$ cat config.mk
export PLATFORM = sky130hd
export DESIGN_NAME = cwl_config_word_loader
export DESIGN_NICKNAME = d
export VERILOG_FILES = /design/src/design/cwl_config_word_loader.v
export VERILOG_INCLUDE_DIRS = /design/src /design/src/design
export SDC_FILE = /design/constraint.sdc
export NUM_CORES = 1
export LEC_CHECK = 0
export BUFFER_PORTS_ARGS = -buffer_cell sky130_fd_sc_hd__buf_2
export CELL_PAD_IN_SITES_DETAIL_PLACEMENT = 1
export CELL_PAD_IN_SITES_GLOBAL_PLACEMENT = 1
export CORE_ASPECT_RATIO = 1.1
export CORE_MARGIN = 2
export CORE_UTILIZATION = 46
export DETAILED_ROUTE_END_ITERATION = 10
export PLACE_DENSITY = 0.81
export REMOVE_ABC_BUFFERS = 1
export SETUP_SLACK_MARGIN = 0.1
export SKIP_LAST_GASP = 1
export SLEW_MARGIN = 25
export SYNTH_ARGS = -nofsm -noshare
export SYNTH_HDL_FRONTEND = slang
export SYNTH_SLANG_ARGS = --single-unit
$ cat constraint.sdc
create_clock -name sys_clk -period 5 [get_ports sys_clk]
set_input_delay 0.5 -clock sys_clk [delete_from_list [all_inputs] [get_ports sys_clk]]
set_output_delay 0.5 -clock sys_clk [all_outputs]
set_load 0.005 [all_outputs]
$ cat src/design/cwl_config_map.vh
// register offsets, field positions and codes of the configuration word loader
`ifndef CWL_CONFIG_MAP_VH
`define CWL_CONFIG_MAP_VH
// ----------------------------------------
// configuration word offsets (printed, flash word address = byte offset)
// ----------------------------------------
`define CWL_OFF_SEC 24'h002b80
`define CWL_OFF_BOOTLIM 24'h002b90
`define CWL_OFF_SIGN 24'h002b94
`define CWL_OFF_OSCSEL 24'h002b98
`define CWL_OFF_OSC 24'h002b9c
`define CWL_OFF_WDT 24'h002ba0
`define CWL_OFF_POR 24'h002ba4
`define CWL_OFF_ICD 24'h002ba8
`define CWL_OFF_DEVOPT 24'h002bac
`define CWL_OFF_ALTREG 24'h002bb0
`define CWL_OFF_BTSEQ 24'h002bfc
`define CWL_OFF_BOOT 24'h801000
// second partition lies this far above the first
`define CWL_PART2_BASE 24'h400000
// ----------------------------------------
// apb status and decode registers (extra)
// ----------------------------------------
`define CWL_OFF_STATUS 24'h002c00
`define CWL_OFF_DECODE 24'h002c04
// ----------------------------------------
// field positions, width, codes and word count
// ----------------------------------------
`define CWL_SEC_BOOT_WP 0
`define CWL_SEC_BOOT_LVL_LO 1
`define CWL_SEC_BOOT_CTL 3
`define CWL_SEC_GEN_WP 5
`define CWL_SEC_GEN_LVL_LO 6
`define CWL_SEC_CFG_WP 8
`define CWL_SEC_CFG_LVL_LO 9
`define CWL_SEC_AIVT 15
`define CWL_OSCSEL_TWO_SPEED 7
`define CWL_OSC_CLKSW_LO 6
`define CWL_WDT_PRE 4
`define CWL_WDT_EN_LO 5
`define CWL_WDT_WIN_OFF 7
`define CWL_WDT_WIN_LO 8
`define CWL_ICD_SWAP_OFF 15
`define CWL_DEVOPT_PWM_KEY 0
`define CWL_ALT_SET2_LO 4
`define CWL_SEQ_W 12
`define CWL_BOOT_SINGLE 2'h3
`define CWL_NWORDS 4'hb
`define CWL_PRIO_RESERVED 3'h7
`endif

$ cat src/design/cwl_config_word_loader.v
// configuration word loader: flash to shadow copy, decode and apb readback
//
// Behaviour
// every reset copies config words from flash
// dual partition uses lower boot sequence number
// sequence valid only when inverse is complement
// soft swap keeps settings of last reset
// executing from config space causes device reset
// last page erase clears configuration words
// programmer writes reserved bits per convention
// boot/general protection level decode
// boot segment enable and page limit
// write protect bits low block writes
// config segment protection level decode
// swap instruction disabled when bit set
// alternate vector table needs bit clear, intcon
// two-speed startup selects fast rc first
// pwm lock requires key sequence
// reset oscillator selection decode
// clock switch and monitor mode decode
// watchdog enable mode decode
// watchdog prescaler and postscaler selection
// watchdog window mode and size
// boot mode selects flash partitioning
// alternate register set priority is code+1; outputs carry the raw 3-bit code
// hold dependents until load completes
// shadows stable until next reset
`timescale 1ns/10ps
`include "cwl_config_map.vh"
module cwl_config_word_loader (
   input wire sys_clk,
   input wire rst,
   // flash read port (synchronous, any latency, data marked by flashRdValid)
   output reg flashRdEn_ff,
   output reg [23:0] flashAddr_ff,
   input wire [23:0] flashRdData,
   input wire flashRdValid,
   // page erase on the last page is done by the flash, which clears these words
   input wire softSwapReq,
   input wire fetchFromCfgSpace,
   input wire intconAltVector,
   // apb
   input wire psel,
   input wire penable,
   input wire pwrite,
   input wire [31:0] paddr,
   input wire [31:0] pwdata,
   output reg [31:0] prdata,
   output reg pready,
   output reg pslverr,
   // decoded settings
   output reg cfgDone_ff,
   output reg deviceResetReq_ff,
   output reg activePartition_ff,
   output reg [1:0] bootProtectLevel_ff,
   output reg bootSegmentEnabled_ff,
   output reg [12:0] bootPageLimit_ff,
   output reg bootWriteBlock_ff,
   output reg [1:0] generalProtectLevel_ff,
   output reg generalWriteBlock_ff,
   output reg cfgWriteBlock_ff,
   output reg [1:0] cfgProtectLevel_ff,
   output reg swapInstrAllowed_ff,
   output reg altVectorTableOn_ff,
   output reg twoSpeedStartup_ff,
   output reg pwmKeyRequired_ff,
   output reg [2:0] resetOscSelect_ff,
   output reg clockSwitchEnable_ff,
   output reg failSafeMonitorEnable_ff,
   output reg [1:0] watchdogEnableMode_ff,
   output reg [7:0] watchdogPrescale_ff,
   output reg [3:0] watchdogPostscaleSelect_ff,
   output reg watchdogWindowMode_ff,
   output reg [1:0] watchdogWindowSize_ff,
   output reg [1:0] flashPartitionMode_ff,
   output reg [2:0] altRegset1Priority_ff,
   output reg [2:0] altRegset2Priority_ff
);
   // ----------------------------------------
   // loader state machine
   // ----------------------------------------
   localparam ST_BOOT = 3'h0;
   localparam ST_SEQ1 = 3'h1;
   localparam ST_SEQ2 = 3'h2;
   localparam ST_WORDS = 3'h3;
   localparam ST_WAIT = 3'h4;
   localparam ST_DONE = 3'h5;

   reg [2:0] state_ff;
   reg [3:0] wordIdx_ff;
   reg [23:0] bootMode_ff;
   reg [23:0] seq1_ff;
   reg partSel_ff;
   reg [23:0] shadow_ff [0:9];
   reg [3:0] i;

   function [23:0] wordOffset;
      input [3:0] idx;
      begin
         case (idx)
            4'h0: wordOffset = `CWL_OFF_SEC;
            4'h1: wordOffset = `CWL_OFF_BOOTLIM;
            4'h2: wordOffset = `CWL_OFF_SIGN;
            4'h3: wordOffset = `CWL_OFF_OSCSEL;
            4'h4: wordOffset = `CWL_OFF_OSC;
            4'h5: wordOffset = `CWL_OFF_WDT;
            4'h6: wordOffset = `CWL_OFF_POR;
            4'h7: wordOffset = `CWL_OFF_ICD;
            4'h8: wordOffset = `CWL_OFF_DEVOPT;
            4'h9: wordOffset = `CWL_OFF_ALTREG;
            4'ha: wordOffset = `CWL_OFF_BTSEQ;
            default: wordOffset = `CWL_OFF_BOOT;
         endcase
      end
   endfunction

   // valid sequence: inverse field is one's complement of number
   function seqValid;
      input [23:0] w;
      begin
         seqValid = (w[23:12] == ~w[11:0]);
      end
   endfunction

   function [23:0] partBase;
      input p;
      begin
         partBase = p ? `CWL_PART2_BASE : 24'h000000;
      end
   endfunction

   wire dualMode = (bootMode_ff[1:0] != `CWL_BOOT_SINGLE);

   // partition choice: lower valid number wins; invalid one loses
   wire [23:0] seqB = flashRdData;
   wire pickSecond = seqValid(seqB) &&
      (!seqValid(seq1_ff) || (seqB[11:0] < seq1_ff[11:0]));

   // any device reset restarts the copy; soft swap never touches it
   always @(posedge sys_clk) begin
      if (rst) begin
         state_ff <= ST_BOOT;
         wordIdx_ff <= 4'h0;
         flashRdEn_ff <= 1'b1;
         flashAddr_ff <= `CWL_OFF_BOOT;
         bootMode_ff <= 24'hffffff;
         seq1_ff <= 24'h000000;
         partSel_ff <= 1'b0;
         cfgDone_ff <= 1'b0;
      end else begin
         flashRdEn_ff <= 1'b0;
         case (state_ff)
            ST_BOOT: begin
               if (flashRdValid) begin
                  bootMode_ff <= flashRdData;
                  flashRdEn_ff <= 1'b1;
                  flashAddr_ff <= `CWL_OFF_BTSEQ;
                  state_ff <= (flashRdData[1:0] != `CWL_BOOT_SINGLE) ? ST_SEQ1 : ST_WAIT;
               end
            end
            ST_SEQ1: begin
               if (flashRdValid) begin
                  seq1_ff <= flashRdData;
                  flashRdEn_ff <= 1'b1;
                  flashAddr_ff <= `CWL_OFF_BTSEQ + `CWL_PART2_BASE;
                  state_ff <= ST_SEQ2;
               end
            end
            ST_SEQ2: begin
               if (flashRdValid) begin
                  partSel_ff <= pickSecond;
                  flashRdEn_ff <= 1'b1;
                  flashAddr_ff <= wordOffset(4'h0) + partBase(pickSecond);
                  wordIdx_ff <= 4'h0;
                  state_ff <= ST_WORDS;
               end
            end
            ST_WAIT: begin
               // single partition: drain the unused sequence read first
               if (flashRdValid) begin
                  flashRdEn_ff <= 1'b1;
                  flashAddr_ff <= wordOffset(4'h0);
                  wordIdx_ff <= 4'h0;
                  state_ff <= ST_WORDS;
               end
            end
            ST_WORDS: begin
               if (flashRdValid) begin
                  if (wordIdx_ff == `CWL_NWORDS - 4'h2) begin
                     state_ff <= ST_DONE;
                     cfgDone_ff <= 1'b1;
                  end else begin
                     wordIdx_ff <= wordIdx_ff + 4'h1;
                     flashRdEn_ff <= 1'b1;
                     flashAddr_ff <= wordOffset(wordIdx_ff + 4'h1) + partBase(partSel_ff);
                  end
               end
            end
            ST_DONE: begin
               state_ff <= ST_DONE;
            end
            default: state_ff <= ST_BOOT;
         endcase
      end
   end

   // shadows written only during the copy
   always @(posedge sys_clk) begin
      if (rst) begin
         for (i = 4'h0; i < 4'ha; i = i + 4'h1) begin
            shadow_ff[i] <= 24'hffffff;
         end
      end else if (state_ff == ST_WORDS && flashRdValid) begin
         shadow_ff[wordIdx_ff] <= flashRdData;
      end
   end

   // ----------------------------------------
   // decode, held at safe values until load completes
   // ----------------------------------------
   wire [23:0] sec = shadow_ff[0];
   wire [23:0] osel = shadow_ff[3];
   wire [23:0] osc = shadow_ff[4];
   wire [23:0] wdt = shadow_ff[5];
   wire [23:0] icd = shadow_ff[7];
   wire [23:0] dev = shadow_ff[8];
   wire [23:0] alt = shadow_ff[9];
   wire [23:0] bsl = shadow_ff[1];
   wire loadFinished = (state_ff == ST_DONE);
   reg [1:0] cfgLevel;

   // protection level: 0 none, 1 standard, 2 enhanced, 3 high
   always @* begin
      casez (sec[`CWL_SEC_CFG_LVL_LO+2:`CWL_SEC_CFG_LVL_LO])
         3'b111: cfgLevel = 2'h0;
         3'b110: cfgLevel = 2'h1;
         3'b10?: cfgLevel = 2'h2;
         default: cfgLevel = 2'h3;
      endcase
   end

   function [1:0] segLevel;
      input [1:0] f;
      begin
         segLevel = (f == 2'h3) ? 2'h0 : ((f == 2'h2) ? 2'h1 : 2'h3);
      end
   endfunction

   always @(posedge sys_clk) begin
      if (rst || !loadFinished) begin
         bootProtectLevel_ff <= 2'h0;
         bootSegmentEnabled_ff <= 1'b0;
         bootPageLimit_ff <= 13'h1fff;
         bootWriteBlock_ff <= 1'b0;
         generalProtectLevel_ff <= 2'h0;
         generalWriteBlock_ff <= 1'b0;
         cfgWriteBlock_ff <= 1'b0;
         cfgProtectLevel_ff <= 2'h0;
         swapInstrAllowed_ff <= 1'b0;
         altVectorTableOn_ff <= 1'b0;
         twoSpeedStartup_ff <= 1'b0;
         pwmKeyRequired_ff <= 1'b0;
         resetOscSelect_ff <= 3'h0;
         clockSwitchEnable_ff <= 1'b0;
         failSafeMonitorEnable_ff <= 1'b0;
         watchdogEnableMode_ff <= 2'h0;
         watchdogPrescale_ff <= 8'h20;
         watchdogPostscaleSelect_ff <= 4'h0;
         watchdogWindowMode_ff <= 1'b0;
         watchdogWindowSize_ff <= 2'h0;
         flashPartitionMode_ff <= `CWL_BOOT_SINGLE;
         altRegset1Priority_ff <= 3'h0;
         altRegset2Priority_ff <= 3'h0;
         activePartition_ff <= 1'b0;
      end else begin
         bootProtectLevel_ff <= segLevel(sec[`CWL_SEC_BOOT_LVL_LO+1:`CWL_SEC_BOOT_LVL_LO]);
         generalProtectLevel_ff <= segLevel(sec[`CWL_SEC_GEN_LVL_LO+1:`CWL_SEC_GEN_LVL_LO]);
         bootSegmentEnabled_ff <= ~sec[`CWL_SEC_BOOT_CTL];
         bootPageLimit_ff <= ~bsl[12:0];
         bootWriteBlock_ff <= ~sec[`CWL_SEC_BOOT_WP];
         generalWriteBlock_ff <= ~sec[`CWL_SEC_GEN_WP];
         cfgWriteBlock_ff <= ~sec[`CWL_SEC_CFG_WP];
         cfgProtectLevel_ff <= cfgLevel;
         swapInstrAllowed_ff <= ~icd[`CWL_ICD_SWAP_OFF];
         // table also needs a boot segment present
         altVectorTableOn_ff <= ~sec[`CWL_SEC_AIVT] & intconAltVector &
            ~sec[`CWL_SEC_BOOT_CTL];
         twoSpeedStartup_ff <= osel[`CWL_OSCSEL_TWO_SPEED];
         pwmKeyRequired_ff <= dev[`CWL_DEVOPT_PWM_KEY];
         resetOscSelect_ff <= osel[2:0];
         clockSwitchEnable_ff <= ~osc[`CWL_OSC_CLKSW_LO+1];
         failSafeMonitorEnable_ff <= (osc[`CWL_OSC_CLKSW_LO+1:`CWL_OSC_CLKSW_LO] == 2'h0);
         watchdogEnableMode_ff <= wdt[`CWL_WDT_EN_LO+1:`CWL_WDT_EN_LO];
         watchdogPrescale_ff <= wdt[`CWL_WDT_PRE] ? 8'h80 : 8'h20;
         watchdogPostscaleSelect_ff <= wdt[3:0];
         watchdogWindowMode_ff <= ~wdt[`CWL_WDT_WIN_OFF];
         watchdogWindowSize_ff <= wdt[`CWL_WDT_WIN_LO+1:`CWL_WDT_WIN_LO];
         flashPartitionMode_ff <= bootMode_ff[1:0];
         altRegset1Priority_ff <= alt[2:0];
         altRegset2Priority_ff <= alt[`CWL_ALT_SET2_LO+2:`CWL_ALT_SET2_LO];
         activePartition_ff <= dualMode & partSel_ff;
      end
   end

   // fetch from config space raises a device reset request one cycle later, for as long as the fetch lasts
   always @(posedge sys_clk) begin
      if (rst) begin
         deviceResetReq_ff <= 1'b0;
      end else begin
         deviceResetReq_ff <= fetchFromCfgSpace;
      end
   end

   // ----------------------------------------
   // apb slave, read only, zero wait states
   // ----------------------------------------
   reg [31:0] rdMux;
   reg rdHit;
   wire [23:0] a = paddr[23:0];
   always @* begin
      rdHit = 1'b1;
      rdMux = 32'h00000000;
      case (a)
         `CWL_OFF_SEC: rdMux = {8'h00, sec};
         `CWL_OFF_BOOTLIM: rdMux = {8'h00, bsl};
         `CWL_OFF_SIGN: rdMux = {8'h00, shadow_ff[2]};
         `CWL_OFF_OSCSEL: rdMux = {8'h00, osel};
         `CWL_OFF_OSC: rdMux = {8'h00, osc};
         `CWL_OFF_WDT: rdMux = {8'h00, wdt};
         `CWL_OFF_POR: rdMux = {8'h00, shadow_ff[6]};
         `CWL_OFF_ICD: rdMux = {8'h00, icd};
         `CWL_OFF_DEVOPT: rdMux = {8'h00, dev};
         `CWL_OFF_ALTREG: rdMux = {8'h00, alt};
         `CWL_OFF_BTSEQ: rdMux = {8'h00, partSel_ff ? 24'h000000 : seq1_ff};
         `CWL_OFF_BOOT: rdMux = {8'h00, bootMode_ff};
         `CWL_OFF_STATUS: rdMux = {28'h0000000, state_ff == ST_DONE,
            activePartition_ff, dualMode, cfgDone_ff};
         `CWL_OFF_DECODE: rdMux = {26'h0000000, altRegset2Priority_ff == `CWL_PRIO_RESERVED,
            altRegset1Priority_ff == `CWL_PRIO_RESERVED, resetOscSelect_ff == 3'h4,
            swapInstrAllowed_ff, cfgProtectLevel_ff == 2'h3, pwmKeyRequired_ff};
         default: rdHit = 1'b0;
      endcase
   end

   // writes are refused: shadows are read only
   always @(posedge sys_clk) begin
      if (rst) begin
         prdata <= 32'h00000000;
         pready <= 1'b0;
         pslverr <= 1'b0;
      end else begin
         pready <= psel & ~penable;
         pslverr <= psel & ~penable & (pwrite | ~rdHit | softSwapReq & 1'b0);
         prdata <= (psel & ~penable & ~pwrite) ? rdMux : 32'h00000000;
      end
   end
endmodule

# After elaboration in Yosys (flattened, before gate mapping)
# Memory sizes are Yosys's and may differ from the RTL's.
# Index checks and enable logic that the tools add are counted.
# totals
mem_count,2
out_inout_bits,119
input_bits,97
ram_bits,240
mem_bits_ro,192
regBits,175
wordCells,174
# mem_list
memory,depth,word_bits,rd,rd_ports_with_merged_regs,write_ports,line_no,source
shadow_ff,10,24,10,0,10,cwl_config_word_loader.v:94,reg [23:0] shadow_ff [0:9];
(no name shown),16,12,1,0,0,cwl_config_word_loader.v:100,case (idx)
# classes
addsub,3
n_mux,43
n_reduce_logical,24
order_cmp,1
eq_ne,43
bitwise,22
# ops
op,count
case mux 24 bit (14 select lines),1
"equality test 24 x 14 -> 1 bit, second input constant",13
2-to-1 mux 24 bit,12
case mux 24 bit (5 select lines),1
2-to-1 mux 23 bit,2
"adder 14 x 23 -> 24 bit, first input constant",1
adder 24 x 23 -> 24 bit,1
equality test 12 bit,2
"equality test 24 bit, second input constant",1
NOT 12 bit,2
OR reduction 24 bit,1
"equality test 3 bit, second input constant",7
2-to-1 mux 3 bit,6
"inequality test 2 bit, second input constant",9
2-to-1 mux 4 bit,4
case mux 3 bit (5 select lines),1
OR reduction 14 bit,1
NOT 13 bit,1
"equality test 2 bit, second input constant",6
< comparator 12 bit,1
NOT 1 bit,12
2-to-1 mux 1 bit,10
2-to-1 mux 8 bit,1
case mux 4 bit (2 select lines),1
other kinds (24),39

# Longest topological paths before layout
# An unclocked memory read counts as a cell.
# depth
ltp_word,10
ltp_mapped,10
depth_no_buf,8

# Worst setup path before layout
# Ideal clock, no wire load.
# synth_path
path_type,in2reg
from,input rst
to,"memory shadow_ff[3][0], enable pin"
setup_slack_ns,1.378
t_arrival_ns,3.184
cell_stages,6
t_required_ns,4.562
n_path_buf,2
setup_ns,0.438
path_cell_list,buf_6 inv_1 nand3_1 or3_1 clkbuf_1 o21ai_0
# synth_lines
element,line_no,source
from (decl),cwl_config_word_loader.v:32,"input wire rst,"
to (decl),cwl_config_word_loader.v:94,

==> metrics.md <==
| Metric | Value |
|---|---|
| Cells after synthesis | 1415 |
| Slew HR | 22.9% |
| Tmin final | 3.65 ns |
| CTS buffer count | 39 |
| Routability cong. | 0.899 |
| Setup repair bufs after CTS | 0 |
| Pleak | 0.00570 µW |
| Max Cap Viol | 0 |
| GRT Overall Usage | 29.0% |
| Cells after DPL | 1942 |
| Wire per inst | 26.3 µm |
| DRT Pass-1 Iters | 9 |
| DP Wirelength | 32700 µm |
| Sequential Power Share | 50.3% |
| Post-synth ARST share | 0% |
| Post-route ant nets | 0 |
| Via density per instance | 6.15 |
| Critical setup path kind | reg2reg |
| P_sw | 1520 µW |
| CTS tree | built |
| Worst min path class | in2reg |
| Chip Width | 182 µm |
| DIE AREA | 36500 µm² |
| Root Buffer | clkbuf_16 |
| Worst Path Required | 5.16 ns |
| RSZ-0062 raised after global routing | no |
| Worst Setup End Kind | flip-flop |
| Critical path fanouts, max | 27 |
| Setup violators final | 0 |
| Row count | 71 |
| CP startpoint kind | flip-flop |
| Max VDD drop | 0.218 mV |
| PwrDens | 369 nW/µm² |
| Max clock buf depth | 3 |
| Fmax | 0.274 GHz |
| Clock Skew | 0.0169 ns |
| Status | completed |
| Post-cts sizing count | 0 |
| Initial DRC count | 1400 |
| Syn avg cell area | 11.4 µm² |
| Origin of the worst min-delay path | fetchFromCfgSpace |
| Layout cells sized above 1 | 17.9% |
| Pint | 5320 µW |
| Synth Flop Type | edfxtp_1 |
| Routed via count | 12401 |
| First-pass GRT wire length | 79800 µm |
| Clock share of power | 44.9% |
| Area grow syn2layout | 15.2% |
| Final Hold Fails | 0 |
| Period Utilization, post-route | 73.0% |
| Nets | 1659 |
| Core footprint | 34400 µm² |
| Clock Latency Late Sink | 0.56 ns |
| Crit. Startpoint | state_ff[1]$_SDFFE_PP0P_ |
| Comb pwr share | 4.8% |
| Worst EP arrival | 3.81 ns |
| Filler instances | 3625 |
| YS warnings | 0 |
| H-tree depth reported by CTS | 2 |
| Die Ht | 200 µm |
| Clock sink count | 385 |
| Initial Util | 46.8% |
| Pin count of the biggest net entering global routing | 44 |
| PortBufs | 149 |
| Cts-stage hold buffer count | 0 |
| DRC violations left | 0 |
| Final std cells w/o fill | 2015 |
| Initial antenna violation count | 1 |
| EDFF count, synth | 240 |
| Yosys reg bits | 385 |
| Switching Fraction | 22.2% |
| Sequential cell area fraction in the yosys report | 62.8% |
| Tightest Pin Transition | 1.13 ns |
| Final Slew Violations | 0 |
| Cell Area, Synth | 16100 µm² |
| Routed WL | 52900 µm |
| Grt ovf | 0 |
| Setup TNS | 0 ns |
| Vias in the first global route | 13238 |
| FF-to-FF Start | state_ff[1]$_SDFFE_PP0P_ |
| Worst-path clk slew | 0.06 ns |
| # IOs | 216 |
| Synth cell types | 67 |
[layout by cell type, fill, tap and decap left out, types with 26 or more instances in the layout]
cell,n
nand2_1,301
edfxtp_1,240
buf_2,149
dfxtp_1,145
nor2_1,84
inv_1,46
a21oi_1,46
clkbuf_16,40
buf_4,38
a222oi_1,37
or3_1,31
a22oi_1,29
xnor2_1,28
a221oi_1,26
[critical path: stages, from the launching register on]
cell and delay (ns):
dfxtp_1 0.58, nand2_1 0.19, nor2_1 0.14, buf_4 0.19, nand3_1 0.09, buf_4 0.26
or3_1 0.73, nor3_2 0.26, or2_2 0.81
[metrics by stage]
step	setup WS [ns]	power [µW]	area (µm²)	hold WS, ns	util (%)
3_3_place_gp	1.55	3810	17200	0.424	50.0
4_1_cts	1.33	6860	18500	0.153	53.9
2_1_floorplan	0.348	3660	15500	0.411	-
5_1_grt	1.13	7010	18500	0.173	53.9
3_5_place_dp	1.41	3820	17200	0.425	50.0
6_report	1.35	6840	18500	0.169	53.9
[layout make-up]
class / count / area [µm²] / share of cell area, %
Antenna cell: 1 / 2.50 / 0.0135
Clock buffer: 52 / 1060 / 5.70
Clock inverter: 20 / 273 / 1.47
Inverter: 46 / 173 / 0.931
Multi-Input combinational cell: 883 / 5290 / 28.5
Sequential cell: 385 / 10100 / 54.5
Tap cell: 438 / 548 / 2.96
Timing Repair Buffer: 190 / 1090 / 5.88
[layer usage]
metal | global-route usage, % | vias up | share of wire [%]
met1 | 34.1 | 6253 | 37
met2 | 51.1 | 631 | 51
met4 | 14.9 | 0 | 4.5
met3 | 4.51 | 162 | 7.6
met5 | 0 | - | 0
li1 | - | 5355 | -
[synth_stat cells, drive strengths merged (3+ instances only)]
cell type	instances	share of area [%]
nand4	4	0.16
mux2i	25	1.6
nand2	301	7.0
a221oi	26	1.4
a32oi	4	0.22
and3	12	0.47
xnor2	28	1.5
a32o	6	0.37
inv	46	1.1
a222oi	37	2.3
ha	17	1.3
o211ai	4	0.27
nand3b	3	0.14
a2111oi	4	0.22
nor3	16	0.56
nor2b	4	0.16
o22ai	4	0.16
a21oi	46	1.4
buf	71	3.1
a311oi	5	0.27
dfxtp	145	18
edfxtp	240	45
or2	4	0.16
and2	21	0.82
nor3b	3	0.14
nor2	87	2.0
o21ai	23	0.71
or4	3	0.19
a41oi	12	0.65
a22oi	29	1.4
nand3	18	0.59
or3	31	1.2
a22o	25	1.4
nor4	13	0.92
a31oi	13	0.51
clkbuf	54	1.3
nand2b	8	0.31
[state kept, by name, indices dropped and copies added (netlist names), 3 cells and up]
register,cells
altRegset1Priority_ff,3
altRegset2Priority_ff,3
bootMode_ff,24
bootPageLimit_ff,13
flashAddr_ff,8
prdata,24
resetOscSelect_ff,3
seq1_ff,24
shadow_ff,240
state_ff,3
watchdogPostscaleSelect_ff,4
wordIdx_ff,4
[path summary, 6_finish.rpt]
| check | cells after the start | to | slack [ns] |
|---|---|---|---|
| worst max-delay path | 8 | shadow_ff[1][1]$_SDFFCE_PN1P_ | 1.35 |
| worst min-delay path | 2 | deviceResetReq_ff$_SDFF_PP0_ | 0.17 |
| worst max register to register | 8 | shadow_ff[1][1]$_SDFFCE_PN1P_ | 1.35 |
| worst min register to register | 1 | bootPageLimit_ff[3]$_SDFF_PP1_ | 0.44 |
[power groups by stage]
stage,sequential [µW],clock (µW),combinational [µW]
floorplan,3500,0,161
global placement,3500,0,306
detailed placement,3510,0,317
CTS,3440,3100,324
global route,3440,3210,351
finish,3440,3070,328
[cells by family (layout without fill, tap and decap cells)]
group                    after synthesis  after routing  synth area share [%]
AND/OR/NAND/NOR                      537            537                  15.4
flip-flops                           385            385                  62.8
AO/OA/AOI/OAI                        250            250                  11.9
buffers and inverters                171            308                  5.46
XOR/XNOR                              29             29                  1.58
multiplexers                          25             25                  1.55
adder cells (fa/ha/maj)               17             17                  1.32
other                                  1             26                0.0233
Power figures use the tool's default switching activity.
